==> config.mk <==
export PLATFORM = sky130hd
export DESIGN_NAME = mifeb_bank
export DESIGN_NICKNAME = d
export VERILOG_FILES = /design/src/hdl/mifeb_edge_det.v /design/src/hdl/mifeb_prio_enc.v /design/src/hdl/mifeb_bank.v
export VERILOG_INCLUDE_DIRS = /design/src /design/src/hdl
export SDC_FILE = /design/constraint.sdc
export NUM_CORES = 1
export LEC_CHECK = 0
export BUFFER_PORTS_ARGS = -buffer_cell sky130_fd_sc_hd__clkbuf_2
export CORE_MARGIN = 2
export CORE_UTILIZATION = 52
export DETAILED_ROUTE_END_ITERATION = 8
export PLACE_DENSITY_LB_ADDON = 0.12
export SLEW_MARGIN = 0
export SYNTH_ARGS = -nofsm -noshare
export SYNTH_HDL_FRONTEND = slang
export SYNTH_SLANG_ARGS = --single-unit
==> constraint.sdc <==
create_clock -name clk -period 3.3 [get_ports clk]
set_input_delay 0.99 -clock clk [delete_from_list [all_inputs] [get_ports clk]]
set_output_delay 0.99 -clock clk [all_outputs]
set_load 0.02 [all_outputs]
==> src/hdl/mifeb_consts.vh <==
`ifndef MIFEB_CONSTS_VH
`define MIFEB_CONSTS_VH

// Register indices on the local port
`define MIFEB_ADDR_EDGE     4'h0
`define MIFEB_ADDR_CTRL0    4'h1
`define MIFEB_ADDR_CTRL1    4'h2
`define MIFEB_ADDR_CTRL2    4'h3
`define MIFEB_ADDR_HALL     4'h4
`define MIFEB_ADDR_CAPADC   4'h5
`define MIFEB_ADDR_PWM      4'h6
`define MIFEB_ADDR_TM01     4'h7
`define MIFEB_ADDR_TM2      4'h8
`define MIFEB_NUM_REGS      9

// Reset value of every register
`define MIFEB_RST_VAL       8'h00

// Implemented bits per register
`define MIFEB_MASK_EDGE     8'h7f
`define MIFEB_MASK_CTRL0    8'h7f
`define MIFEB_MASK_FULL     8'hff
`define MIFEB_MASK_HALL     8'h77
`define MIFEB_MASK_TM2      8'h33

// Field positions
`define MIFEB_HALL_SRC_BIT  6
`define MIFEB_HALL_C_LSB    4
`define MIFEB_HALL_B_LSB    2
`define MIFEB_HALL_A_LSB    0
`define MIFEB_GIE_BIT       0
`define MIFEB_FLAG_LSB      4
`define MIFEB_EN_LSB        0

// Edge field coding
`define MIFEB_EDGE_OFF      2'b00
`define MIFEB_EDGE_RISE     2'b01
`define MIFEB_EDGE_FALL     2'b10
`define MIFEB_EDGE_BOTH     2'b11

// Primary vector codes, lowest code wins
`define MIFEB_VEC_HALL      4'h0
`define MIFEB_VEC_EXT1      4'h1
`define MIFEB_VEC_CMP0      4'h2
`define MIFEB_VEC_TB        4'h3
`define MIFEB_VEC_MF1       4'h4
`define MIFEB_VEC_LVD       4'h5
`define MIFEB_VEC_EEP       4'h6
`define MIFEB_VEC_MF2       4'h7
`define MIFEB_VEC_MF3       4'h8
`define MIFEB_VEC_MF4       4'h9
`define MIFEB_VEC_I2C       4'ha
`define MIFEB_NUM_VEC       11

`endif

==> src/hdl/mifeb_edge_det.v <==
`timescale 1ns/100ps
`include "mifeb_consts.vh"

module mifeb_edge_det
(
	input  wire       clk,
	input  wire       sys_rst,
	input  wire       raw_in,
	input  wire [1:0] mode,
	output reg        evt_r
);

reg  sync1_r;
reg  sync2_r;
reg  prev_r;
wire rise;
wire fall;
reg  hit_nxt;

assign rise = sync2_r & ~prev_r;
assign fall = ~sync2_r & prev_r;

always @*
begin
	case (mode)
		`MIFEB_EDGE_RISE: hit_nxt = rise; // RULE_02
		`MIFEB_EDGE_FALL: hit_nxt = fall; // RULE_02
		`MIFEB_EDGE_BOTH: hit_nxt = rise | fall; // RULE_02
		default:          hit_nxt = 1'b0;
	endcase
end

// Two flops before the edge detector; the first is read only by the second
always @(posedge clk or posedge sys_rst)
begin
	if (sys_rst)
	begin
		sync1_r <= 1'b0;
		sync2_r <= 1'b0;
		prev_r  <= 1'b0;
		evt_r   <= 1'b0;
	end
	else
	begin
		sync1_r <= raw_in; // RULE_26
		sync2_r <= sync1_r; // RULE_26
		prev_r  <= sync2_r;
		evt_r   <= hit_nxt; // RULE_26
	end
end

endmodule

==> src/hdl/mifeb_prio_enc.v <==
`timescale 1ns/100ps
`include "mifeb_consts.vh"

module mifeb_prio_enc
(
	input  wire [10:0] pend,
	output reg         any,
	output reg  [3:0]  idx
);

integer k;

// Scan downward so the lowest index is left standing
always @*
begin
	any = 1'b0;
	idx = 4'h0;
	for (k = `MIFEB_NUM_VEC - 1; k >= 0; k = k - 1)
	begin
		if (pend[k])
		begin
			any = 1'b1;
			idx = k[3:0];
		end
	end
end

endmodule

==> src/hdl/mifeb_bank.v <==
`timescale 1ns/100ps
`include "mifeb_consts.vh"

// What this block does
// RULE_01 - Source-select bit 6 picks Hall pins (0) or comparators 1-3 (1).
// RULE_02 - Bits 5:4 set Hall C edge: off, rising, falling, both.
// RULE_03 - Bits 3:2 set Hall B edge with the same coding.
// RULE_04 - Bits 1:0 set Hall A edge with the same coding.
// RULE_05 - Bit 0 of control 0 is the global enable; 0 blocks every request, flags still set.
// RULE_06 - Control 0 holds Hall summary flag at bit 4, enable bit 1.
// RULE_07 - Control 0 holds comparator 0 flag at bit 6, enable bit 3.
// RULE_08 - Control 0 holds external pin 1 flag at bit 5, enable bit 2.
// RULE_09 - Control 1 holds EEPROM write flag at bit 7, enable bit 3.
// RULE_10 - Control 1 holds low-voltage flag at bit 6, enable bit 2.
// RULE_11 - Control 1 holds group 1 flag at bit 5, enable bit 1.
// RULE_12 - Control 1 holds time base flag at bit 4, enable bit 0.
// RULE_13 - Control 2 holds I2C flag at bit 7, enable bit 3.
// RULE_14 - Control 2 holds group 2-4 flags at bits 4-6, enables 0-2.
// RULE_15 - Hall register holds A/B/C flags at bits 4-6, enables 0-2.
// RULE_16 - Capture compare flag bit 7/enable 3, overflow bit 6/enable 2.
// RULE_17 - ADC limit flag bit 5/enable 1, ADC done bit 4/enable 0.
// RULE_18 - PWM period flag at bit 7, enable at bit 3.
// RULE_19 - PWM duty 0-2 flags at bits 4-6, enables at bits 0-2.
// RULE_20 - Timer 0/1 P,A match flags at bits 4-7, enables at 0-3.
// RULE_21 - Unimplemented bits always read as zero.
// RULE_22 - Interrupt only when flag, its enable and global enable are set.
// RULE_23 - Taking an interrupt clears the global enable; flags keep setting.
// RULE_24 - Service clears the Hall summary flag; channel flags need software.
// RULE_25 - A group summary flag sets while any enabled member flag is set.
// RULE_26 - Hall and comparator inputs synchronised; flag sets cycle after edge; here the flag sets on the fourth clock after the input changes.
module mifeb_bank
(
	input  wire       clk,
	input  wire       sys_rst,
	input  wire [3:0] reg_addr,
	input  wire [7:0] reg_wdata,
	input  wire       reg_wr,
	input  wire       reg_rd,
	output reg  [7:0] reg_rdata_r,
	input  wire [2:0] hall_input_pins,
	input  wire [2:0] hall_comparators,
	input  wire       comparator0_out,
	input  wire       ext_pin1_evt,
	input  wire       eeprom_write_evt,
	input  wire       low_voltage_evt,
	input  wire       timebase_evt,
	input  wire       i2c_evt,
	input  wire       capture_compare_evt,
	input  wire       capture_overflow_evt,
	input  wire       adc_limit_evt,
	input  wire       adc_done_evt,
	input  wire       pwm_period_evt,
	input  wire [2:0] pwm_duty_evt,
	input  wire       timer0_p_evt,
	input  wire       timer0_a_evt,
	input  wire       timer1_p_evt,
	input  wire       timer1_a_evt,
	input  wire       timer2_p_evt,
	input  wire       timer2_a_evt,
	input  wire       irq_ack,
	output reg        irq_req_r,
	output reg  [3:0] irq_vec_r
);

////////////////////////////////////////////////////////////////////////////////
// Register bank storage, flat: register n sits in bits 8n+7 .. 8n

wire [71:0] bank_q;
wire [71:0] set_all;
wire [71:0] clr_all;
wire [71:0] mask_all;

wire [7:0] edge_q;
wire [7:0] ctrl0_q;
wire [7:0] ctrl1_q;
wire [7:0] ctrl2_q;
wire [7:0] hall_q;
wire [7:0] capadc_q;
wire [7:0] pwm_q;
wire [7:0] tm01_q;
wire [7:0] tm2_q;

assign edge_q   = bank_q[7:0];
assign ctrl0_q  = bank_q[15:8];
assign ctrl1_q  = bank_q[23:16];
assign ctrl2_q  = bank_q[31:24];
assign hall_q   = bank_q[39:32];
assign capadc_q = bank_q[47:40];
assign pwm_q    = bank_q[55:48];
assign tm01_q   = bank_q[63:56];
assign tm2_q    = bank_q[71:64];

////////////////////////////////////////////////////////////////////////////////
// Hall channel source and edge detection

wire       hall_src;
wire [2:0] hall_raw;
wire [5:0] hall_modes;
wire [2:0] hall_evt;
wire       cmp0_evt;

assign hall_src   = edge_q[`MIFEB_HALL_SRC_BIT];
// Switching the source can itself look like an edge on a channel
assign hall_raw   = hall_src ? hall_comparators : hall_input_pins; // RULE_01
assign hall_modes = {edge_q[`MIFEB_HALL_C_LSB+1:`MIFEB_HALL_C_LSB], // RULE_02
                     edge_q[`MIFEB_HALL_B_LSB+1:`MIFEB_HALL_B_LSB], // RULE_03
                     edge_q[`MIFEB_HALL_A_LSB+1:`MIFEB_HALL_A_LSB]}; // RULE_04

genvar hi;
generate
	for (hi = 0; hi < 3; hi = hi + 1)
	begin : g_hall
		mifeb_edge_det u_edge
		(
			.clk     (clk),
			.sys_rst (sys_rst),
			.raw_in  (hall_raw[hi]),
			.mode    (hall_modes[2*hi+1:2*hi]),
			.evt_r   (hall_evt[hi])
		);
	end
endgenerate

// Comparator 0 requests on every change of its output
mifeb_edge_det u_cmp0
(
	.clk     (clk),
	.sys_rst (sys_rst),
	.raw_in  (comparator0_out),
	.mode    (`MIFEB_EDGE_BOTH),
	.evt_r   (cmp0_evt)
);

////////////////////////////////////////////////////////////////////////////////
// Group summaries: held up while any enabled member stays pending

wire hall_any;
wire mf1_any;
wire mf2_any;
wire mf3_any;
wire mf4_any;

assign hall_any = |(hall_q[6:4] & hall_q[2:0]); // RULE_25
assign mf1_any  = |(capadc_q[7:4] & capadc_q[3:0]); // RULE_25
assign mf2_any  = |(pwm_q[7:4] & pwm_q[3:0]); // RULE_25
assign mf3_any  = |(tm01_q[7:4] & tm01_q[3:0]); // RULE_25
assign mf4_any  = |(tm2_q[5:4] & tm2_q[1:0]); // RULE_25

////////////////////////////////////////////////////////////////////////////////
// Primary pending vector, indexed by vector code

wire        gie;
wire [10:0] pflag;
wire [10:0] pen;
wire [10:0] pend;
wire        pend_any;
wire [3:0]  pend_idx;

assign gie = ctrl0_q[`MIFEB_GIE_BIT]; // RULE_05

assign pflag = {ctrl2_q[7], // RULE_13
                ctrl2_q[6], // RULE_14
                ctrl2_q[5],
                ctrl2_q[4],
                ctrl1_q[7], // RULE_09
                ctrl1_q[6], // RULE_10
                ctrl1_q[5], // RULE_11
                ctrl1_q[4], // RULE_12
                ctrl0_q[6], // RULE_07
                ctrl0_q[5], // RULE_08
                ctrl0_q[4]}; // RULE_06

assign pen = {ctrl2_q[3],
              ctrl2_q[2],
              ctrl2_q[1],
              ctrl2_q[0],
              ctrl1_q[3],
              ctrl1_q[2],
              ctrl1_q[1],
              ctrl1_q[0],
              ctrl0_q[3],
              ctrl0_q[2],
              ctrl0_q[1]};

assign pend = pflag & pen; // RULE_22

mifeb_prio_enc u_prio
(
	.pend (pend),
	.any  (pend_any),
	.idx  (pend_idx)
);

////////////////////////////////////////////////////////////////////////////////
// Service: the acknowledged vector loses its flag, global enable drops

reg [10:0] svc_clr;
integer    vi;

always @*
begin
	svc_clr = 11'h000;
	for (vi = 0; vi < `MIFEB_NUM_VEC; vi = vi + 1)
	begin
		if (irq_ack && (irq_vec_r == vi[3:0]))
		begin
			svc_clr[vi] = 1'b1; // RULE_24
		end
	end
end

////////////////////////////////////////////////////////////////////////////////
// Hardware set and clear terms per register

assign set_all[7:0]   = 8'h00;
assign set_all[15:8]  = {1'b0, cmp0_evt, ext_pin1_evt, hall_any, 4'h0};
assign set_all[23:16] = {eeprom_write_evt, low_voltage_evt, mf1_any, timebase_evt,
                         4'h0};
assign set_all[31:24] = {i2c_evt, mf4_any, mf3_any, mf2_any, 4'h0};
assign set_all[39:32] = {1'b0, hall_evt[2], hall_evt[1], hall_evt[0], 4'h0}; // RULE_15
assign set_all[47:40] = {capture_compare_evt, capture_overflow_evt, // RULE_16
                         adc_limit_evt, adc_done_evt, 4'h0}; // RULE_17
assign set_all[55:48] = {pwm_period_evt, pwm_duty_evt[2], // RULE_18
                         pwm_duty_evt[1], pwm_duty_evt[0], 4'h0}; // RULE_19
assign set_all[63:56] = {timer1_a_evt, timer1_p_evt, // RULE_20
                         timer0_a_evt, timer0_p_evt, 4'h0};
assign set_all[71:64] = {2'b00, timer2_a_evt, timer2_p_evt, 4'h0};

assign clr_all[7:0]   = 8'h00;
assign clr_all[15:8]  = {1'b0, svc_clr[2], svc_clr[1], svc_clr[0], 3'b000,
                         irq_ack}; // RULE_23
assign clr_all[23:16] = {svc_clr[6], svc_clr[5], svc_clr[4], svc_clr[3], 4'h0};
assign clr_all[31:24] = {svc_clr[10], svc_clr[9], svc_clr[8], svc_clr[7], 4'h0};
assign clr_all[71:32] = 40'h00_0000_0000;

assign mask_all[7:0]   = `MIFEB_MASK_EDGE;
assign mask_all[15:8]  = `MIFEB_MASK_CTRL0;
assign mask_all[23:16] = `MIFEB_MASK_FULL;
assign mask_all[31:24] = `MIFEB_MASK_FULL;
assign mask_all[39:32] = `MIFEB_MASK_HALL;
assign mask_all[47:40] = `MIFEB_MASK_FULL;
assign mask_all[55:48] = `MIFEB_MASK_FULL;
assign mask_all[63:56] = `MIFEB_MASK_FULL;
assign mask_all[71:64] = `MIFEB_MASK_TM2;

////////////////////////////////////////////////////////////////////////////////
// One storage process per register; a hardware set beats any clear

genvar ri;
generate
	for (ri = 0; ri < `MIFEB_NUM_REGS; ri = ri + 1)
	begin : g_reg
		localparam integer IDX = ri;
		reg  [7:0] q_r;
		wire [7:0] q_nxt;
		wire       hit;

		assign hit   = reg_wr && ({28'h000_0000, reg_addr} == IDX);
		// Only flag bits have set terms, so enables store the write as is
		assign q_nxt = (set_all[8*ri+7:8*ri] |
		                (hit ? reg_wdata : (q_r & ~clr_all[8*ri+7:8*ri])))
		               & mask_all[8*ri+7:8*ri]; // RULE_21

		always @(posedge clk or posedge sys_rst)
		begin
			if (sys_rst)
			begin
				q_r <= `MIFEB_RST_VAL;
			end
			else
			begin
				q_r <= q_nxt; // RULE_23
			end
		end

		assign bank_q[8*ri+7:8*ri] = q_r;
	end
endgenerate

////////////////////////////////////////////////////////////////////////////////
// Request to the core

reg       irq_req_nxt;
reg [3:0] irq_vec_nxt;

always @*
begin
	// The ack cycle drops the request at once, not after the enable clears
	irq_req_nxt = gie & pend_any & ~irq_ack; // RULE_22
	irq_vec_nxt = irq_vec_r;
	if (pend_any && !irq_ack)
	begin
		irq_vec_nxt = pend_idx;
	end
end

always @(posedge clk or posedge sys_rst)
begin
	if (sys_rst)
	begin
		irq_req_r <= 1'b0;
		irq_vec_r <= `MIFEB_VEC_HALL;
	end
	else
	begin
		irq_req_r <= irq_req_nxt; // RULE_05
		irq_vec_r <= irq_vec_nxt;
	end
end

////////////////////////////////////////////////////////////////////////////////
// Read port: data in the cycle after the strobe only

reg [7:0] rd_nxt;

always @*
begin
	rd_nxt = 8'h00;
	if (reg_rd)
	begin
		case (reg_addr)
			`MIFEB_ADDR_EDGE:   rd_nxt = edge_q;
			`MIFEB_ADDR_CTRL0:  rd_nxt = ctrl0_q;
			`MIFEB_ADDR_CTRL1:  rd_nxt = ctrl1_q;
			`MIFEB_ADDR_CTRL2:  rd_nxt = ctrl2_q;
			`MIFEB_ADDR_HALL:   rd_nxt = hall_q;
			`MIFEB_ADDR_CAPADC: rd_nxt = capadc_q;
			`MIFEB_ADDR_PWM:    rd_nxt = pwm_q;
			`MIFEB_ADDR_TM01:   rd_nxt = tm01_q;
			`MIFEB_ADDR_TM2:    rd_nxt = tm2_q;
			default:            rd_nxt = 8'h00; // RULE_21
		endcase
	end
end

always @(posedge clk or posedge sys_rst)
begin
	if (sys_rst)
	begin
		reg_rdata_r <= 8'h00;
	end
	else
	begin
		reg_rdata_r <= rd_nxt;
	end
end

endmodule

# After elaboration in Yosys (flattened, before gate mapping)

Cells that the tools add are included.

Equality and inequality tests: 27
Muxes and demuxes: 47
Bitwise logic cells: 43
Reductions and logical operators: 29

Operators with widths:

| kind                 | count |
|---|---|
| $pmux W8 S9          | 1 |
| $mux W8              | 6 |
| $mux W4              | 11 |
| $or A8 B8 Y8         | 5 |
| $eq A4 B3 Y1 const B | 8 |
| $mux W1              | 22 |
| $logic_and A1 B1 Y1  | 21 |
| $and A8 B8 Y8        | 2 |
| $eq A4 B2 Y1 const B | 4 |
| $eq A4 B4 Y1 const B | 4 |
| $not A8 Y8           | 2 |
| $mux W7              | 2 |
| $or A7 B7 Y7         | 2 |
| $and A4 B4 Y4        | 3 |
| $eq A2 B2 Y1 const B | 6 |
| $reduce_or A4 Y1     | 3 |
| $and A11 B11 Y11     | 1 |
| $and A1 B1 Y1        | 10 |
| $not A1 Y1           | 9 |
| $pmux W1 S3          | 3 |
| $eq A4 B1 Y1 const B | 2 |
| $logic_not A4 Y1     | 2 |
| $and A7 B7 Y7        | 1 |
| $not A7 Y7           | 1 |
| 10 further kinds     | 15 |

Register bits: 93
Input port bits: 43
Output and inout port bits: 13
Logic and storage cells: 174

# Logic depth before layout (Yosys ltp)

Word-level depth: 14
Mapped depth: 7

# Hierarchy

A second synthesis with hierarchy kept.

Cell total of the unflattened synthesis: 425
Area total of the unflattened synthesis: 4677.0 µm²

By module, submodules not included:

| module         | instances | cells each | area an instance (µm²) |
|---|---|---|---|
| mifeb_bank     | 1         | 350        | 3913.8 |
| mifeb_edge_det | 4         | 14         | 162.7 |
| mifeb_prio_enc | 1         | 19         | 112.6 |

# Least setup slack after synthesis

OpenSTA, ideal clock, no wires.

Path type: input -> register
From: in reg_addr[2]
To: reg g_reg[5].q_r[0] (netlist: capadc_q[0])
Library setup time: 128 ps
Arrival: 2067 ps
Required time: 3172 ps
Slack: 1106 ps
Stages on the path: 6
Buffers on the path: 2
Cells stage by stage: buf_2 > and2b_1 > nand2_1 > buf_4 > nor2_4 > mux2_1

Word-level cells in the longest chain between the ends: 4

RTL lines:

| what                 | RTL line         | text |
|---|---|---|
| start, declared      | mifeb_bank.v:35  | `input wire [3:0] reg_addr,` |
| $eq A4 B3 Y1         | mifeb_bank.v:258 | `assign hit = reg_wr && ({28'h000_0000, reg_addr} == IDX);` |
| $logic_and A1 B1 Y1  | mifeb_bank.v:258 |  |
| $mux W8              | mifeb_bank.v:261 | `(hit ? reg_wdata : (q_r & ~clr_all[8*ri+7:8*ri])))` |
| $or A8 B8 Y8         | mifeb_bank.v:260 | `assign q_nxt = (set_all[8*ri+7:8*ri] \|` |
| end signal, assigned | mifeb_bank.v:268 | `` q_r <= `MIFEB_RST_VAL; `` |
| end signal, assigned | mifeb_bank.v:272 | `q_r <= q_nxt;` |
| end, declared        | mifeb_bank.v:254 | `reg [7:0] q_r;` |

No other way between the ends.
A chain may end at the register's enable or synchronous reset.

# Final worst setup path

From: in reg_addr[2]
To: reg g_reg[2].q_r[4] (netlist: ctrl1_q[4])

Word-level cells in the longest chain between the ends: 4

RTL lines:

| what                  | RTL line         | text |
|---|---|---|
| $eq A4 B2 Y1          | mifeb_bank.v:258 |  |
| $logic_and A1 B1 Y1   | mifeb_bank.v:258 |  |
| $mux W8               | mifeb_bank.v:261 |  |
| $or A8 B8 Y8          | mifeb_bank.v:260 |  |
| net g_reg[2].q_nxt[4] | mifeb_bank.v:255 | `wire [7:0] q_nxt;` |
| end signal, assigned  | mifeb_bank.v:268 |  |
| end signal, assigned  | mifeb_bank.v:272 |  |
| end, declared         | mifeb_bank.v:254 |  |

The timed path passes the listed nets, and every way through them passes these cells.

==> flow_metrics.env <==
export IMPL_status="completed"
export IMPL_tns_ps=0
export IMPL_rsz0062_at_grt="false"
export IMPL_grt_max_degree=48
export IMPL_gr_total_overflow=0
export IMPL_start_util_pct=54.35
export IMPL_drt_pass1_iter_count=5
export IMPL_num_vias=3490
export IMPL_ios=56
export IMPL_dieWidth_um=97.14
export IMPL_clk_insertion_delay_late_ps=370
export IMPL_drt_total_wl_mm=12.07
export IMPL_p_int_mw=1.942
export IMPL_h_tree_depth=3
export IMPL_whs_ps=358.0
export IMPL_drc=0
export IMPL_crit_fanout=18
export IMPL_synth_top_area_share_pct=51.60
export IMPL_cts_tree="done"
export IMPL_crit_arrival_ps=2560
export IMPL_pre_cts_ws_ps=663.1
export IMPL_syn_area_mm2=0.004511
export IMPL_cts_sinks=93
export IMPL_wl_per_cell_um=21.18
export IMPL_synth_net_count=457
export IMPL_synth_edf_count=0
export IMPL_synth_top_area_cell="dfrtp_1"
export IMPL_num_antenna_cells=0
export IMPL_post_synth_cell_area_avg_um2=11.06
export IMPL_globalplace_congestion=0.9549
export IMPL_hold_path_class="flop to flop"
export IMPL_first_global_vias=3434
export IMPL_antenna_found_initial=0
export IMPL_clkTransAtPathRegs_ps=90
export IMPL_root_buffer="clkbuf_8"
export IMPL_crit_path_end_kind="flop"
export IMPL_critPathKind="input pin to flop"
export IMPL_wl_met1_mm=5.652
export IMPL_period_share_pct=69.97
export IMPL_leakagePower_nw=2.250
export IMPL_hold_viol=0
export IMPL_p_sw_share_pct=32.54
export IMPL_cts_hold_fix_buffers=0
export IMPL_setup_slack_ps=991.1
export IMPL_die_y_um=97.14
export IMPL_critPathLaunchType="input pin"
export IMPL_drv_cap=0
export IMPL_min_period_ps=2309
export IMPL_yosys_warnings=0
export IMPL_required_ps=3550
export IMPL_async_flop_share_pct=100.0
export IMPL_rows=33
export IMPL_cts_setup_buffers=0
export IMPL_ys_ff_latch=93
export IMPL_drt_iter0_markers=191
export IMPL_grt_pass1_wl_mm=19.58
export IMPL_dr_wl_met2_mm=5.340
export IMPL_layout_nets=509
export IMPL_track_usage_pct=27.13
export IMPL_setup_violations=0
export IMPL_syn_to_final_growth_pct=11.73
export IMPL_yosysMostFrequentCell="dfrtp_1"
export IMPL_ys_top_cells_by_count="93 x dfrtp_1, 42 x nand2_1, 25 x mux2_1"
export IMPL_postCtsResizedCells=0
export IMPL_ir_drop_mv=0.2821
export IMPL_synthCells=408
export IMPL_fin_skew_ps=11.45
export IMPL_clockBufferDepth=2
export IMPL_power_total_mw=2.879
export IMPL_dp_hpwl_mm=8.930
export IMPL_port_buffers=55
export IMPL_final_util_pct=60.73
export IMPL_top_layer="met4"
export IMPL_antenna_left=0
export IMPL_worst_r2r_setup_slack_ps=1560
export IMPL_wl_met3_um=790
export IMPL_clock_power_share_pct=26.2
export IMPL_via_per_inst=6.123
export IMPL_seq_power_share_pct=52.7
export IMPL_slew_viol_final=0
export IMPL_p_per_area_mw_per_mm2=571.3
export IMPL_ys_seq_area_share_pct=51.60
export IMPL_core_area_mm2=0.008299
export IMPL_fmax_ghz=0.4331
export IMPL_cts_buffers=9
export IMPL_worst_slew_pin_slew_ps=566.5
export IMPL_max_slew_margin_pct=62.23
export IMPL_synth_cell_types=48
export IMPL_drive_gt1_share_pct=21.94
export IMPL_combPwrFrac_pct=21.1
export IMPL_die_area_mm2=0.009435
export IMPL_synth_area_leaders="dfrtp_1 52%, mux2_1 6.2%, mux2_2 4.0%, mux2i_1 3.6%, nand2_1 3.5%"
export IMPL_synth_top_flop_cell="dfrtp_1"
export IMPL_switchingPower_uw=936.9
cells by family (layout without fill, tap and decap cells):
logic type | count (synthesis) | in the layout | synth area share, %
AO/OA/AOI/OAI | 103 | 103 | 15.73
XOR/XNOR | 1 | 1 | 0.1942
adder cells (fa/ha/maj) | 6 | 6 | 1.664
buffers and inverters | 36 | 93 | 4.133
flip-flops | 93 | 93 | 51.59
multiplexers | 57 | 57 | 13.79
AND/OR/NAND/NOR | 112 | 112 | 12.90
metrics by stage:
step | instance area [um2] | cells
3_5_place_dp | 4848 | 554
3_3_place_gp | 4848 | 554
4_1_cts | 5040 | 570
5_1_grt | 5040 | 570
2_1_floorplan | 4514 | 408
6_report | 5040 | 570
cell usage in the layout (no fill, tap or decap), types with 16 or more instances in the layout:
cell type  count
nand2_1       42
dfrtp_1       93
a22oi_1       17
clkbuf_2      55
mux2_2        16
nor2_1        18
a21oi_1       20
mux2i_1       16
mux2_1        25
path summary, 6_finish.rpt:
| kind | from | endpoint | depth (start not counted) |
|---|---|---|---|
| min in group asynchronous | sys_rst | g_reg[8].q_r[4] | 2 |
| max in group asynchronous | sys_rst | capadc_q[6] | 3 |
| worst min register to register | g_hall[2].u_edge.sync1_r | g_hall[2].u_edge.sync2_r | 0 |
| worst max-delay path | reg_addr[2] | ctrl1_q[4] | 5 |
| worst max register to register | ctrl2_q[2] | irq_vec_r[0] | 3 |
| worst min-delay path | g_hall[2].u_edge.sync1_r | g_hall[2].u_edge.sync2_r | 0 |
critical path: stages:
cell and delay (ps):
clkbuf_2 260, nor2_1 330, and3_1 550, a31oi_1 110, a221o_1 320
state kept, by name, summed over array words and instances, names as in the netlist:
| register | count |
|---|---|
| u_cmp0.sync1_r | 1 |
| irq_vec_r | 4 |
| u_cmp0.evt_r | 1 |
| g_hall.u_edge.sync1_r | 3 |
| ctrl2_q | 8 |
| ctrl0_q | 7 |
| g_hall.u_edge.prev_r | 3 |
| g_hall.u_edge.evt_r | 3 |
| edge_q | 7 |
| ctrl1_q | 8 |
| reg_rdata_r | 8 |
| g_hall.u_edge.sync2_r | 3 |
| g.q_r | 26 |
| capadc_q | 8 |
| irq_req_r | 1 |
| u_cmp0.prev_r | 1 |
| u_cmp0.sync2_r | 1 |
per-layer routing:
layer	up-vias	track usage, %
li1	1602	-
met1	1719	40.96
met2	145	39.64
met3	24	4.892
met4	0	9.209
met5	-	0
area by class of cell:
type	count	area (um2)
fillers	714	3259
inverters	17	67.56
multi-input cells	279	1997
clock inverters	6	63.81
clock buffers	10	127.6
flip-flops and latches	93	2327
well taps	105	131.4
repair buffers	60	325.3
power by group through the flow:
| stage | logic, mW | clock network [mW] | registers, mW |
|---|---|---|---|
| 3_5_place_dp | 0.607 | 0 | 1.53 |
| 4_1_cts | 0.610 | 0.762 | 1.51 |
| 2_1_floorplan | 0.413 | 0 | 1.49 |
| 3_3_place_gp | 0.596 | 0 | 1.53 |
| 5_1_grt | 0.679 | 0.814 | 1.54 |
| 6_report | 0.607 | 0.754 | 1.52 |
Note: power is estimated with default switching activity, not from simulation.
